$ cat src/hw/rtcp_map.svh
// Constants of the two-wire slave port: address, bit counts, resets, rates.
// Assumes it is included by its bare name from the package, sampler and slave files.
`ifndef RTCP_MAP_SVH
`define RTCP_MAP_SVH

// Own 7-bit slave address
`define RTCP_SLAVE_ADDR   7'h68
// Direction bit value for a read
`define RTCP_DIR_READ     1'b1
// Bits per byte and width of the bit counter
`define RTCP_BYTE_BITS    4'h8
`define RTCP_CNT_W        4
// Register pointer width and its value after reset
`define RTCP_PTR_W        8
`define RTCP_PTR_RST      8'h00
// Pulled level of the open-drain data line
`define RTCP_SDA_LOW      1'b0
// Sampling stages on each pin input
`define RTCP_SYNC_STAGES  3
// Core rate and the standard and fastest serial clock rates served
`define RTCP_CORE_HZ      20000000
`define RTCP_SCL_STD_HZ   100000
`define RTCP_SCL_FAST_HZ  400000
// Core cycles in one fast-mode serial clock period
`define RTCP_CYC_PER_SCL  (`RTCP_CORE_HZ / `RTCP_SCL_FAST_HZ)

`endif

$ cat src/hw/rtcp_pkg.sv
// Types shared by the slave port modules: states and module state records.
// Assumes rtcp_map.svh for widths.
`include "rtcp_map.svh"

package rtcp_pkg;

  typedef enum logic [9:0] {
    RTCP_IDLE     = 10'b0000000001,
    RTCP_ADDR     = 10'b0000000010,
    RTCP_ADDR_ACK = 10'b0000000100,
    RTCP_PTR      = 10'b0000001000,
    RTCP_PTR_ACK  = 10'b0000010000,
    RTCP_WDATA    = 10'b0000100000,
    RTCP_WACK     = 10'b0001000000,
    RTCP_RDATA    = 10'b0010000000,
    RTCP_RACK     = 10'b0100000000,
    RTCP_IGNORE   = 10'b1000000000
  } rtcp_state_type;

  typedef logic [`RTCP_PTR_W-1:0] rtcp_byte_type;

  typedef struct packed {
    logic [1:0] s1;
    logic [1:0] s2;
    logic [1:0] s3;
    logic [1:0] lvl;
  } rtcp_sync_st_type;

  typedef struct packed {
    logic scl_d;
    logic sda_d;
  } rtcp_cond_st_type;

  typedef struct packed {
    rtcp_state_type          state;
    logic [`RTCP_CNT_W-1:0]  cnt;
    rtcp_byte_type           sh;
    rtcp_byte_type           ptr;
    logic                    dir_rd;
    logic                    nack;
    logic                    sda_oe;
    logic                    sda_out;
    logic                    wr_stb;
    rtcp_byte_type           wr_addr;
    rtcp_byte_type           wr_data;
    logic                    rd_stb;
    logic                    busy;
    logic                    selected;
  } rtcp_core_st_type;

endpackage

$ cat src/hw/rtcp_line_if.sv
// Sampled bus line levels and the events found on them.
// Assumes one core clock drives every party.
`timescale 1ns/10ps

interface rtcp_line_if;
  logic scl;
  logic sda;
  logic scl_rise;
  logic scl_fall;
  logic start_det;
  logic stop_det;

  modport sync (output scl, output sda);
  modport cond (input scl, input sda, output scl_rise, output scl_fall,
                output start_det, output stop_det);
  modport core (input scl, input sda, input scl_rise, input scl_fall,
                input start_det, input stop_det);
endinterface

$ cat src/hw/rtcp_sync.sv
// Three-stage pin sampler for the serial clock and data lines.
// Assumes both pins are asynchronous to core_clk.
`timescale 1ns/10ps
`include "rtcp_map.svh"

module rtcp_sync (
  // Clock and reset
  input  wire logic  core_clk,
  input  wire logic  sys_rst,
  // Raw pins
  input  wire logic  scl_pin,
  input  wire logic  sda_pin,
  // Filtered levels
  rtcp_line_if.sync  line
);
  import rtcp_pkg::*;

  rtcp_sync_st_type r_reg;
  rtcp_sync_st_type r_next;

  // Level moves only once stages two and three agree; stage one feeds stage two alone
  always_comb begin
    r_next    = r_reg;
    r_next.s1 = {sda_pin, scl_pin};
    r_next.s2 = r_reg.s1;
    r_next.s3 = r_reg.s2;
    for (int i = 0; i < 2; i++) begin
      if (r_reg.s2[i] == r_reg.s3[i]) begin
        r_next.lvl[i] = r_reg.s3[i];
      end
    end
  end

  // Idle bus reads high on both lines
  always_ff @(posedge core_clk) begin
    if (sys_rst) begin
      r_reg <= '1;
    end else begin
      r_reg <= r_next;
    end
  end

  assign line.scl = r_reg.lvl[0];
  assign line.sda = r_reg.lvl[1];
endmodule

$ cat src/hw/rtcp_cond.sv
// Edge and bus condition detector on the filtered lines.
// Assumes levels from rtcp_sync on the same clock.
`timescale 1ns/10ps

module rtcp_cond (
  // Clock and reset
  input  wire logic  core_clk,
  input  wire logic  sys_rst,
  // Lines and events
  rtcp_line_if.cond  line
);
  import rtcp_pkg::*;

  rtcp_cond_st_type r_reg;
  rtcp_cond_st_type r_next;

  always_comb begin
    r_next       = r_reg;
    r_next.scl_d = line.scl;
    r_next.sda_d = line.sda;
  end

  always_ff @(posedge core_clk) begin
    if (sys_rst) begin
      r_reg <= '1;
    end else begin
      r_reg <= r_next;
    end
  end

  assign line.scl_rise  = line.scl & ~r_reg.scl_d;
  assign line.scl_fall  = ~line.scl & r_reg.scl_d;
  assign line.start_det = line.scl & r_reg.scl_d & r_reg.sda_d & ~line.sda;
  assign line.stop_det  = line.scl & r_reg.scl_d & ~r_reg.sda_d & line.sda;
endmodule

$ cat src/hw/rtcp_slave.sv
// Two-wire slave port of the clock: address match, pointer, byte transfer.
// Assumes a register file outside that reads rd_addr combinationally and
// takes one-cycle write strobes; the bus pins are open drain.
// Notes on behaviour
// - Slave only: serial clock never driven, no start or stop made.
// - Works at 100 kHz and 400 kHz serial clock rates.
// - Data stable while clock high; changes then are bus conditions.
// - Data falling with clock high is a start.
// - Data rising with clock high is a stop.
// - One clock pulse per bit; change while low, sample while high.
// - Eight-bit bytes plus ninth acknowledge bit; byte count unlimited.
// - Acknowledge holds data low through the whole ninth clock high.
// - Master not-acknowledge ends read; device releases data high.
// - All bytes travel most significant bit first.
// - Repeated start begins a new transfer expecting an address.
// - First byte is address 1101000 plus direction, 1 means read.
// - Matching address byte is acknowledged.
// - First written byte loads the register pointer.
// - Further written bytes acknowledged, stored at pointer, pointer bumped.
// - Read sends bytes starting from the current pointer.
// - Read without pointer load starts at the pointer left before.
// - Bytes keep coming while master acknowledges.
`timescale 1ns/10ps
`include "rtcp_map.svh"

module rtcp_slave (
  // Clock and reset
  input  wire logic                    core_clk,
  input  wire logic                    sys_rst,
  // Serial clock pin, input only
  input  wire logic                    scl_in,
  // Serial data pin, open drain
  input  wire logic                    sda_in,
  output logic                         sda_out,
  output logic                         sda_oe,
  // Register file write side
  output logic                         wr_stb,
  output rtcp_pkg::rtcp_byte_type      wr_addr,
  output rtcp_pkg::rtcp_byte_type      wr_data,
  // Register file read side
  output rtcp_pkg::rtcp_byte_type      rd_addr,
  input  wire rtcp_pkg::rtcp_byte_type rd_data,
  output logic                         rd_stb,
  // Status
  output logic                         busy,
  output logic                         selected
);
  import rtcp_pkg::*;

  rtcp_line_if line ();

  rtcp_core_st_type r_reg;
  rtcp_core_st_type r_next;

  // Sampling margin: fifty core cycles per fast serial period
  rtcp_sync u_sync (
    .core_clk (core_clk),
    .sys_rst  (sys_rst),
    .scl_pin  (scl_in),
    .sda_pin  (sda_in),
    .line     (line.sync)
  );

  rtcp_cond u_cond (
    .core_clk (core_clk),
    .sys_rst  (sys_rst),
    .line     (line.cond)
  );

  // Byte count reached on the clock edge that just went by
  logic byte_done;
  assign byte_done = (r_reg.cnt == `RTCP_BYTE_BITS);

  always_comb begin
    r_next        = r_reg;
    r_next.wr_stb = 1'b0;
    r_next.rd_stb = 1'b0;

    if (line.start_det) begin
      r_next.state    = RTCP_ADDR;
      r_next.cnt      = '0;
      r_next.sda_oe   = 1'b0;
      r_next.busy     = 1'b1;
      r_next.selected = 1'b0;
      r_next.nack     = 1'b0;
    end else if (line.stop_det) begin
      r_next.state    = RTCP_IDLE;
      r_next.cnt      = '0;
      r_next.sda_oe   = 1'b0;
      r_next.busy     = 1'b0;
      r_next.selected = 1'b0;
    end else begin
      case (r_reg.state)
        RTCP_IDLE: begin
          r_next.sda_oe = 1'b0;
        end

        RTCP_ADDR: begin
          if (line.scl_rise) begin
            r_next.sh  = {r_reg.sh[6:0], line.sda};
            r_next.cnt = r_reg.cnt + 4'h1;
          end else if (line.scl_fall && byte_done) begin
            r_next.cnt = '0;
            if (r_reg.sh[7:1] == `RTCP_SLAVE_ADDR) begin
              r_next.state    = RTCP_ADDR_ACK;
              r_next.dir_rd   = (r_reg.sh[0] == `RTCP_DIR_READ);
              r_next.sda_oe   = 1'b1;
              r_next.selected = 1'b1;
            end else begin
              r_next.state = RTCP_IGNORE;
            end
          end
        end

        RTCP_ADDR_ACK: begin
          if (line.scl_fall) begin
            if (r_reg.dir_rd) begin
              r_next.state  = RTCP_RDATA;
              r_next.sh     = rd_data;
              r_next.sda_oe = ~rd_data[7];
              r_next.rd_stb = 1'b1;
              r_next.cnt    = '0;
            end else begin
              r_next.state  = RTCP_PTR;
              r_next.sda_oe = 1'b0;
            end
          end
        end

        RTCP_PTR: begin
          if (line.scl_rise) begin
            r_next.sh  = {r_reg.sh[6:0], line.sda};
            r_next.cnt = r_reg.cnt + 4'h1;
          end else if (line.scl_fall && byte_done) begin
            r_next.cnt    = '0;
            r_next.state  = RTCP_PTR_ACK;
            r_next.sda_oe = 1'b1;
          end
        end

        RTCP_PTR_ACK: begin
          if (line.scl_fall) begin
            r_next.ptr    = r_reg.sh;
            r_next.state  = RTCP_WDATA;
            r_next.sda_oe = 1'b0;
          end
        end

        RTCP_WDATA: begin
          if (line.scl_rise) begin
            r_next.sh  = {r_reg.sh[6:0], line.sda};
            r_next.cnt = r_reg.cnt + 4'h1;
          end else if (line.scl_fall && byte_done) begin
            r_next.cnt     = '0;
            r_next.state   = RTCP_WACK;
            r_next.sda_oe  = 1'b1;
            r_next.wr_stb  = 1'b1;
            r_next.wr_addr = r_reg.ptr;
            r_next.wr_data = r_reg.sh;
            r_next.ptr     = r_reg.ptr + 8'h01;
          end
        end

        RTCP_WACK: begin
          if (line.scl_fall) begin
            r_next.state  = RTCP_WDATA;
            r_next.sda_oe = 1'b0;
          end
        end

        RTCP_RDATA: begin
          // Count bits as the master samples them
          if (line.scl_rise) begin
            r_next.cnt = r_reg.cnt + 4'h1;
          end else if (line.scl_fall) begin
            if (byte_done) begin
              r_next.state  = RTCP_RACK;
              r_next.sda_oe = 1'b0;
              r_next.ptr    = r_reg.ptr + 8'h01;
              r_next.cnt    = '0;
            end else begin
              r_next.sh     = {r_reg.sh[6:0], 1'b0};
              r_next.sda_oe = ~r_reg.sh[6];
            end
          end
        end

        RTCP_RACK: begin
          if (line.scl_rise) begin
            r_next.nack = line.sda;
          end else if (line.scl_fall) begin
            if (r_reg.nack) begin
              r_next.state  = RTCP_IGNORE;
              r_next.sda_oe = 1'b0;
            end else begin
              r_next.state  = RTCP_RDATA;
              r_next.sh     = rd_data;
              r_next.sda_oe = ~rd_data[7];
              r_next.rd_stb = 1'b1;
              r_next.cnt    = '0;
            end
          end
        end

        RTCP_IGNORE: begin
          r_next.sda_oe = 1'b0;
        end

        default: begin
          r_next.state  = RTCP_IDLE;
          r_next.sda_oe = 1'b0;
        end
      endcase
    end
  end

  // Pointer survives transfers; only reset clears it
  always_ff @(posedge core_clk) begin
    if (sys_rst) begin
      r_reg          <= '0;
      r_reg.state    <= RTCP_IDLE;
      r_reg.ptr      <= `RTCP_PTR_RST;
      r_reg.sda_out  <= `RTCP_SDA_LOW;
    end else begin
      r_reg <= r_next;
    end
  end

  assign sda_out  = r_reg.sda_out;
  assign sda_oe   = r_reg.sda_oe;
  assign wr_stb   = r_reg.wr_stb;
  assign wr_addr  = r_reg.wr_addr;
  assign wr_data  = r_reg.wr_data;
  assign rd_addr  = r_reg.ptr;
  assign rd_stb   = r_reg.rd_stb;
  assign busy     = r_reg.busy;
  assign selected = r_reg.selected;
endmodule

$ cat config.mk
export PLATFORM = sky130hd
export DESIGN_NAME = rtcp_slave
export DESIGN_NICKNAME = d
export VERILOG_FILES = /design/src/hw/rtcp_pkg.sv /design/src/hw/rtcp_line_if.sv /design/src/hw/rtcp_sync.sv /design/src/hw/rtcp_cond.sv /design/src/hw/rtcp_slave.sv
export VERILOG_INCLUDE_DIRS = /design/src /design/src/hw
export SDC_FILE = /design/constraint.sdc
export NUM_CORES = 1
export LEC_CHECK = 0
export ABC_AREA = 1
export ABC_CLOCK_PERIOD_IN_PS = 2530
export BUFFER_PORTS_ARGS = -buffer_cell sky130_fd_sc_hd__clkbuf_2
export CAP_MARGIN = 20
export CORE_MARGIN = 3
export CORE_UTILIZATION = 52
export CTS_BUF_LIST = sky130_fd_sc_hd__clkbuf_8
export DETAILED_ROUTE_END_ITERATION = 10
export MAX_ROUTING_LAYER = met4
export PLACE_DENSITY = 0.75
export SYNTH_ARGS = -nofsm -noshare
export SYNTH_HDL_FRONTEND = slang
export SYNTH_SLANG_ARGS = --single-unit
$ cat constraint.sdc
create_clock -name core_clk -period 2.53 [get_ports core_clk]
set_input_delay 0.1265 -clock core_clk [delete_from_list [all_inputs] [get_ports core_clk]]
set_output_delay 0.1265 -clock core_clk [all_outputs]
set_load 0.01 [all_outputs]
; Yosys cells after proc, flatten, opt, wreduce, memory -nomap -nowiden
; Cells that the tools add are included.
[op_classes]
addsub = 2
eq_ne = 52
n_mux = 65
n_bitwise = 18
reduce_logical = 20
[op_table]
columns = cell, count
row1 = $mux 30, 3
row2 = $pmux 10 s8, 1
row3 = $pmux 12 s6, 1
row4 = $mux 10, 7
row5 = $mux 22, 3
row6 = $mux 14, 4
row7 = $mux 8, 7
row8 = $ne 4x4->1 const B, 13
row9 = $reduce_and 11->1, 3
row10 = $ne 2x2->1 const B, 16
row11 = $reduce_and 14->1, 2
row12 = $mux 1, 25
row13 = $mux 12, 2
row14 = $pmux 8 s3, 1
row15 = $mux 17, 1
row16 = $mux 16, 1
row17 = $mux 4, 4
row18 = $mux 6, 2
row19 = $not 1->1, 11
row20 = $eq 10x1->1 const B, 1
row21 = $eq 10x10->1 const B, 1
row22 = $eq 10x2->1 const B, 1
row23 = $eq 10x3->1 const B, 1
row24 = $eq 10x4->1 const B, 1
row25 = 31 further kinds, 45
[word_totals]
regBits = 63
in_bits = 12
out_inout_bits = 30
word_cells = 178

; Logic depth before layout (Yosys ltp)
; Gate-level depths: netlist (run 1).
[depth]
depth_word = 9
ltp_mapped = 14
depth_no_buf = 14

; Hierarchy
; Synthesis (run 1) repeated with hierarchy kept, for this count alone.
[unflattened]
cells_unflattened = 578
area_unflattened_um2 = 3763.6
[by_module_without_submodules]
columns = mod, instances, cells_per_inst, area_per_inst_um2, seq_area_each_um2
row1 = rtcp_slave, 1, 532, 3418.3, 1061.0
row2 = rtcp_sync, 1, 30, 252.7, 160.2
row3 = rtcp_cond, 1, 16, 92.6, 40.0

; Worst setup path before layout (run 1)
; Ideal clock, no wire load.
[synth_timing]
path_type = flip-flop to flip-flop
start = register r_reg[40] (netlist bit)
end = register r_reg, in the netlist wr_addr[3]
setup_time_ns = 0.128
t_arrival_ns = 1.633
required_time_ns = 2.402
slack_ns = 0.769
stages_incl_launch_ff = 11
path_buffers = 1
synth_period_minus_slack_ns = 1.761
path_cell_list = dfxtp_1 -> inv_1 -> ha_1 -> nand2_1 -> nor2_1 -> nand2_1 -> nor2_1 -> nand3_1 -> clkbuf_1 -> o21ai_0 -> a21oi_1
[synth_between]
elab_chain_cells = 3
[synth_lines]
columns = element, line_no
row1 = from (decl), rtcp_slave.sv:52  ; rtcp_core_st_type r_reg;
row2 = from (signal assigned), rtcp_slave.sv:225  ; r_reg <= r_next;
row3 = $eq 4x4->1 (no source line), --
row4 = $logic_and 1x1->1, rtcp_slave.sv:153  ; end else if (line.scl_fall && byte_done) begin
row5 = $reduce_and 5->1 (no source line), --
; Every way passes these cells.
; A chain may end at the register's enable or synchronous reset.

; Worst setup path in the final report (run 1)
[layout_timing]
start = register r_reg[40] (netlist bit)
end = register r_reg, in the netlist rd_addr[0]
[layout_between]
elab_chain_cells = 4
elab_cells_between_ends = 5
classes_between = eq/ne: 3 / reduce/logical: 2
[layout_lines]
columns = element, line_no
row1 = $eq 4x4->1 (no source line) *, --
row2 = $logic_and 1x1->1, rtcp_slave.sv:153
row3 = $ne 2x2->1 (no source line), --
row4 = $reduce_and 9->1 (no source line) *, --
; Every way passes the cells marked *; elsewhere a longest branch is shown, timed or not.

==> summary.md, run 1 <==
| Metric | Value |
|---|---|
| Row count | 30 |
| Most used cell, CP | nand2_1 |
| H-Tree Level Count | 3 |
| IO Pins | 42 |
| WL final | 9.49 mm |
| Vias in the first global route | ~3.2k |
| Nets | approximately 620 |
| RSZ-0062 raised after global routing | no |
| Die width | roughly 92 um |
| Commonest cells after routing, fill and taps aside | nand2_1, nor2_1, inv_1, dfxtp_1, nand3_1 |
| Reg power frac | 0.413 |
| Clk Latency, worst-skew pair | between 0.3 and 0.4 ns |
| GR Util All Layers | 0.242 |
| Asr flop ratio synth | 0 |
| Fmax | approximately 0.46 GHz |
| Final Non-Filler Cells | roughly 700 |
| Final hold viol count | 0 |
| Commonest non-fill, non-tap cell in the layout | nand2_1 |
| DP HPWL | 7.24 mm |
| Xor/xnor cell area share of the yosys netlist | 0.00911 |
| CTS resizes | 0 |
| Setup violators final | 0 |
| Wire length on met2 | around 4.2 mm |
| Post-synth EDFFs | 0 |
| WL per Instance | between 10 and 15 um |
| Post-route setup TNS | 0 ns |
| Maxcap violations | 0 |
| CP peak stage delay | about 0.33 ns |
| Clk pwr share | 0.259 |
| Simple-gate share of the synthesized area | 0.376 |
| Largest net degree at the start of global routing | 39 |
| Ys flop type | dfxtp_1 |
| Mapped cell area | about 0.0038 mm2 |
| M1 WL | about 4.5 mm |
| First-pass GRT wire length | about 16 mm |
| Post-placement cell count | around 680 |
| Slew Limit Fails | 0 |
| CP Data Required Time | around 2.8 ns |
| Leakage | around 2.0 nW |
| Critical path, cell by cell | inv_1 > ha_1 > nand2_1 > nor2_1 > nand2_1 > nand2_1 > nand2_2 > nor2_2 > nand2_1 > o21ai_1 > nor2_1 |
| GR Overflow Total | 0 |
| Clock Sinks | 63 |
| Status | finished, final reports clean |
| Sw frac | 0.391 |
| Synthesized area per cell | between 6 and 7 um2 |
| WS Path Type | reg -> reg |
| Top cell type's share of synthesized area | 0.328 |
| Crit path arrival time | between 2 and 2.5 ns |
| Synth warn | 0 |
| Post-route minimum period | 2.18 ns |
| Layout cells sized above 1 | 0.185 |
| Comb pwr share | 0.327 |
| Initial antenna violation count | 0 |
| GP Congestion | 1.01 |
| Maximum VDD drop | about 0.35 mV |
| Synth Net Count | between 500 and 600 |
| Fill cell count | between 600 and 700 |
| Largest register FFs | 24 |
| Synth Area in Adders | 0.0195 |
| Met3 wire len | 657 um |
| Crit path max fanout | 9 |
| Initial Utilization | 0.551 |
| Antenna diodes | 0 |
| Num CTS Buffers | 9 |
| Tightest Hold Check Type | in -> reg |
| Worst clock skew | between 0.009 and 0.01 ns |
| Die ar. | 0.00846 mm2 |
| Vias | ~3.6k |
| Worst slew pin tran | 0.582 ns |
| Leading area contributor after synthesis | dfxtp_1 |
| Mux contribution to synthesized area | 0 |
| Chip height | roughly 92 um |
| Vias/cell | ~5.1 |
| Synth Instances | 581 |
| Core area | roughly 0.007 mm2 |
| Final period util | 0.861 |
| Compound-gate portion of the synthesized area | 0.120 |
| CP startpoint kind | flip-flop |
| Library cells used by synthesis | 36 |
| CTS tree | built |
| P&R area growth vs syn | 7.52% |
| #FFs+latches synth | 63 |
| Worst setup EP type | flip-flop |
| # DRC | 0 |
| Power density cells | ~680 mW/mm2 |
| Post-DRT Antenna Nets | 0 |
| Root buffer cell | clkbuf_8 |
| Clock slew seen by the registers of the worst setup and hold paths | roughly 0.07 ns |
| Port bufs | 40 |
| Psw | ~1.1 mW |
| Pint | roughly 1.7 mW |
| DRT iter0 DRCs | between 150 and 200 |
| Placed cell areas | a little under 0.004 mm2 |
| Max-slew headroom | 0.610 |
| CTS Buffer Depth | 2 |
| First drt pass iteration count | 5 |
| Main combinational cell family by area after synthesis | simple AND/OR/NAND/NOR gates |
| Max layer used | met4 |
| Post-route cell area | 0.00413 mm2 |
| Top post-synthesis cells by area | dfxtp_1, nand2_1, nor2_1 |
| Slowest cell on crit path | dfxtp_1 |
| Seq/Total Area, Yosys | 0.328 |
==> critical path: cells and delay by family, from the launching register on <==
kind / cells / cell delay, ns
compound gates: 1 / 0.16
fa+ha+maj: 1 / 0.15
buf+inv: 1 / 0.09
flops: 1 / 0.33
simple gates: 8 / 1.35
==> per-stage QoR <==
step           total power [mW]  utilization  hold slack, ns  worst slack (ns)
2_1_floorplan              1.91            -           0.230             0.769
3_3_place_gp               2.07        0.567           0.311             0.434
3_5_place_dp               2.09        0.567           0.318             0.411
4_1_cts                    2.83        0.592          0.0730             0.394
5_1_grt                    3.01        0.592           0.105             0.139
6_report                   2.81        0.592          0.0893             0.351
==> power by group through the flow <==
stage	Clock (mW)	Combinational, mW	Sequential (mW)
6_report	0.728	0.919	1.16
5_1_grt	0.794	1.04	1.17
4_1_cts	0.755	0.914	1.16
3_5_place_dp	0	0.906	1.18
3_3_place_gp	0	0.895	1.18
2_1_floorplan	0	0.744	1.17
==> synthesized netlist by cell type, types with 2 or more instances <==
| cell type | n |
|---|---|
| nor2_4 | 10 |
| o21a_1 | 3 |
| nor2_2 | 7 |
| inv_2 | 13 |
| and3_1 | 2 |
| nand3_2 | 4 |
| nand2_4 | 5 |
| a21oi_1 | 34 |
| inv_1 | 72 |
| nand2_2 | 3 |
| nand4_1 | 11 |
| ha_1 | 6 |
| dfxtp_1 | 63 |
| clkbuf_1 | 9 |
| nand2_1 | 111 |
| or2_2 | 8 |
| buf_4 | 25 |
| nor2_1 | 84 |
| o21ai_1 | 10 |
| nor3_1 | 4 |
| buf_2 | 2 |
| o21ai_0 | 34 |
| xor2_1 | 4 |
| nand3_1 | 45 |
==> final timing paths <==
| check | startpoint | end | slack, ns | cells past startpoint |
|---|---|---|---|---|
| hold reg to reg | u_sync.r_next[5] | u_sync.r_next[3] | 0.41 | 1 |
| setup reg to reg | r_reg[40] | rd_addr[0] | 0.35 | 11 |
| hold / removal | sys_rst | r_reg[45] | 0.09 | 2 |
| setup / recovery | r_reg[40] | rd_addr[0] | 0.35 | 11 |
==> area by class of cell <==
cell class | count | area (um2) | share of cell area
clock inverter | 7 | 33.8 | 0.00817
inverter | 85 | 319 | 0.0772
tap | 96 | 120 | 0.0291
sequential | 63 | 1260 | 0.305
timing repair buffer | 47 | 258 | 0.0623
clock buffer | 9 | 124 | 0.0300
multi-input combinational | 395 | 2020 | 0.488
==> logic make-up after synthesis <==
family                     after synthesis
and+or+nand+nor                        298
other                                    1
buffers and inverters                  123
adders and majority gates                6
AOI/OAI and AO/OA                       86
xor gates and xnor gates                 4
DFF                                     63
==> layer usage <==
layer	up-vias	global-route usage
li1	1860	-
met2	125	0.352
met1	1580	0.335
met5	-	-
met4	0	0.0705
met3	16	0.0591
==> timing repair <==
item	in CTS	in global routing
hold buffers	2	0
buffers inserted	0	0
hold endpoints to repair	2	0
Note: power is estimated with default switching activity, not from simulation.
==> inputs of run 2 (changes only) <==
BUFFER_PORTS_ARGS = -buffer_cell sky130_fd_sc_hd__buf_2   (was -buffer_cell sky130_fd_sc_hd__clkbuf_2)
==> run 2 against run 1 <==
Compared with the run above: power is 1.1% higher; via count is 2.3% higher; register-to-register slack improved by 0.04 ns; first-iteration DRC count is 56% higher; flip-flop and latch count did not move; die area unchanged; global-route usage is 0.55 points lower; final cell count fell by 0.14%; critical path type unchanged; critical endpoint unchanged; largest cell class unchanged; largest power group unchanged; highest routed layer unchanged.
==> summary.md, run 2 (same netlist as run 1, synthesis figures left out) <==
| Metric | Value |
|---|---|
| GR Util All Layers | 0.237 (was 0.242) |
| CP startpoint | u_sync.line.scl (was r_reg[40]) |
| Port bufs | 40 (unchanged) |
| Setup violators final | 0 (unchanged) |
| Tightest Hold Check Type | in -> reg (unchanged) |
| CP top delay family | simple AND/OR/NAND/NOR gates (unchanged) |
| Nets | 619 (unchanged) |
| Slew Limit Fails | 0 (unchanged) |
| CTS Buffer Depth | 2 (unchanged) |
| Initial Utilization | 0.551 (unchanged) |
| Slowest cell on crit path | dfxtp_1 (unchanged) |
| Post-DRT Antenna Nets | 0 (unchanged) |
| CTS tree | built (unchanged) |
| Row count | 30 (unchanged) |
| Vias | 3664 (was 3581) |
| Clock slew seen by the registers of the worst setup and hold paths | 0.07 ns (about the same) |
| R2r endpoint | rd_addr[0] (unchanged) |
| Post-placement cell count | 684 (unchanged) |
| R2R Setup Slk | 0.39 ns (was 0.35 ns) |
| DP HPWL | 7.14 mm (was 7.24 mm) |
| Hold path depth | 2 (unchanged) |
| Crit path max fanout | 9 (unchanged) |
| CTS resizes | 0 (unchanged) |
| Initial antenna violation count | 0 (unchanged) |
| Vias in the first global route | 3189 (was 3219) |
| Maxcap violations | 0 (unchanged) |
| WL per Instance | 13.5 um (about the same) |
| Die width | 92.0 um (unchanged) |
| Die ar. | 0.00846 mm2 (unchanged) |
| Worst R2R Path Depth | 11 (unchanged) |
| First-pass GRT wire length | 15.5 mm (was 15.8 mm) |
| Final Hold Slack | 0.0694 ns (was 0.0893 ns) |
| P&R area growth vs syn | 7.68% (was 7.52%) |
| Finished Core Util | 0.593 (was 0.592) |
| H-Tree Level Count | 3 (unchanged) |
| Final Non-Filler Cells | 701 (was 702) |
| DRT iter0 DRCs | 278 (was 178) |
| GR Overflow Total | 0 (unchanged) |
| Leakage | 2.02 nW (was 2.00 nW) |
| Post-route setup TNS | 0 ns (unchanged) |
| Largest register FFs | 24 (unchanged) |
| Maximum VDD drop | 0.363 mV (was 0.354 mV) |
| Commonest non-fill, non-tap cell in the layout | nand2_1 (unchanged) |
| CP Data Required Time | 2.77 ns (about the same) |
| CP endpoint | rd_addr[0] (unchanged) |
| Final hold viol count | 0 (unchanged) |
| Placed cell areas | 0.00396 mm2 (unchanged) |
| Post-route minimum period | 2.14 ns (was 2.18 ns) |
| RR Startpoint | u_sync.line.scl (was r_reg[40]) |
| GP Congestion | 1.03 (was 1.01) |
| Number of cells on the critical path | 11 (unchanged) |
| Num CTS Buffers | 9 (unchanged) |
| Largest net degree at the start of global routing | 39 (unchanged) |
| WS Path Type | reg -> reg (unchanged) |
| Root buffer cell | clkbuf_8 (unchanged) |
| Chip height | 92.0 um (unchanged) |
| IO Pins | 42 (unchanged) |
| First drt pass iteration count | 5 (unchanged) |
| Final period util | 0.845 (was 0.861) |
| RSZ-0062 raised after global routing | no (unchanged) |
| Layout cells sized above 1 | 0.187 (was 0.185) |
| WP buf/inv | 2 (was 1) |
| Critical path, cell by cell | ha_1 > nand3_1 > nand2_1 > inv_2 > nand2_1 > nor2_1 > inv_2 > nor2_2 > nand2_1 > o21ai_1 > nor2_1 (was inv_1 > ha_1 > nand2_1 > nor2_1 > nand2_1 > nand2_1 > nand2_2 > nor2_2 > nand2_1 > o21ai_1 > nor2_1) |
| CP peak stage delay | 0.34 ns (was 0.33 ns) |
| Antenna diodes | 0 (unchanged) |
| Vias/cell | 5.23 (was 5.10) |
| Commonest cells after routing, fill and taps aside | nand2_1, nor2_1, inv_1, dfxtp_1, nand3_1 (unchanged) |
| Worst slew pin tran | 0.537 ns (was 0.582 ns) |
| Worst clock skew | 0.0125 ns (was 0.00946 ns) |
| Clock Sinks | 63 (unchanged) |
| Worst setup EP type | flip-flop (unchanged) |
| Max-slew headroom | 0.641 (was 0.610) |
| Status | finished, final reports clean (unchanged) |
| Fmax | 0.468 GHz (was 0.459 GHz) |
| # DRC | 0 (unchanged) |
| Post-route cell area | 0.00414 mm2 (was 0.00413 mm2) |
| WL final | 9.43 mm (was 9.49 mm) |
| Most used cell, CP | nand2_1 (unchanged) |
| Crit path arrival time | 2.38 ns (was 2.42 ns) |
| Clk Latency, worst-skew pair | 0.35 ns (was 0.34 ns) |
| Power density cells | 685 mW/mm2 (was 679 mW/mm2) |
| CP startpoint kind | flip-flop (unchanged) |
| Core area | 0.00698 mm2 (unchanged) |
[run 2: worst min path at each step]
stage / to / start
global route: busy / sys_rst
floorplan: u_sync.r_next[4] / scl_in
finish: r_reg[45] / sys_rst
detailed placement: u_sync.r_next[5] / sda_in
global placement: u_sync.r_next[5] / sda_in
CTS: r_reg[45] / sys_rst
[run 2: power breakdown]
part           switching (mW)  internal (mW)  leakage (nW)
Sequential             0.0871           1.07         0.510
Clock                   0.393          0.367        0.0891
Combinational           0.620          0.295          1.42
[run 2: what timing repair did]
action                    4_1_cts  5_1_grt
hold endpoints to repair        2        0
setup buffers                   0        0
hold buffers                    2        0
[run 2: worst register-to-register path: stages, from the launching register on]
cell and delay [ns]:
dfxtp_1 0.34, ha_1 0.24, nand3_1 0.21, nand2_1 0.17, inv_2 0.18, nand2_1 0.11
nor2_1 0.19, inv_2 0.05, nor2_2 0.16, nand2_1 0.17, o21ai_1 0.16, nor2_1 0.05
[run 2: through the flow]
stage                     total power [mW]  worst slack (ns)
after floorplan                       1.91             0.769
after global placement                2.08             0.408
after detailed placement              2.09             0.430
after CTS                             2.85             0.413
after global routing                  3.02             0.196
final                                 2.84             0.391
[run 2: final cells by class]
| cell class | count | area (um2) |
|---|---|---|
| tap | 96 | 120 |
| multi-input combinational | 395 | 2020 |
| inverter | 85 | 319 |
| clock inverter | 5 | 26.3 |
| clock buffer | 10 | 138 |
| timing repair buffer | 47 | 258 |
| fill | 667 | 2840 |
| sequential | 63 | 1260 |
[run 2: per-layer routing]
metal / vias to the layer above / GRT usage / routed length, um
li1: 1854 / - / -
met1: 1654 / 0.331 / 4420
met2: 132 / 0.343 / 4070
met3: 24 / 0.0410 / 724
met4: 0 / 0.0866 / 215
met5: - / - / 0
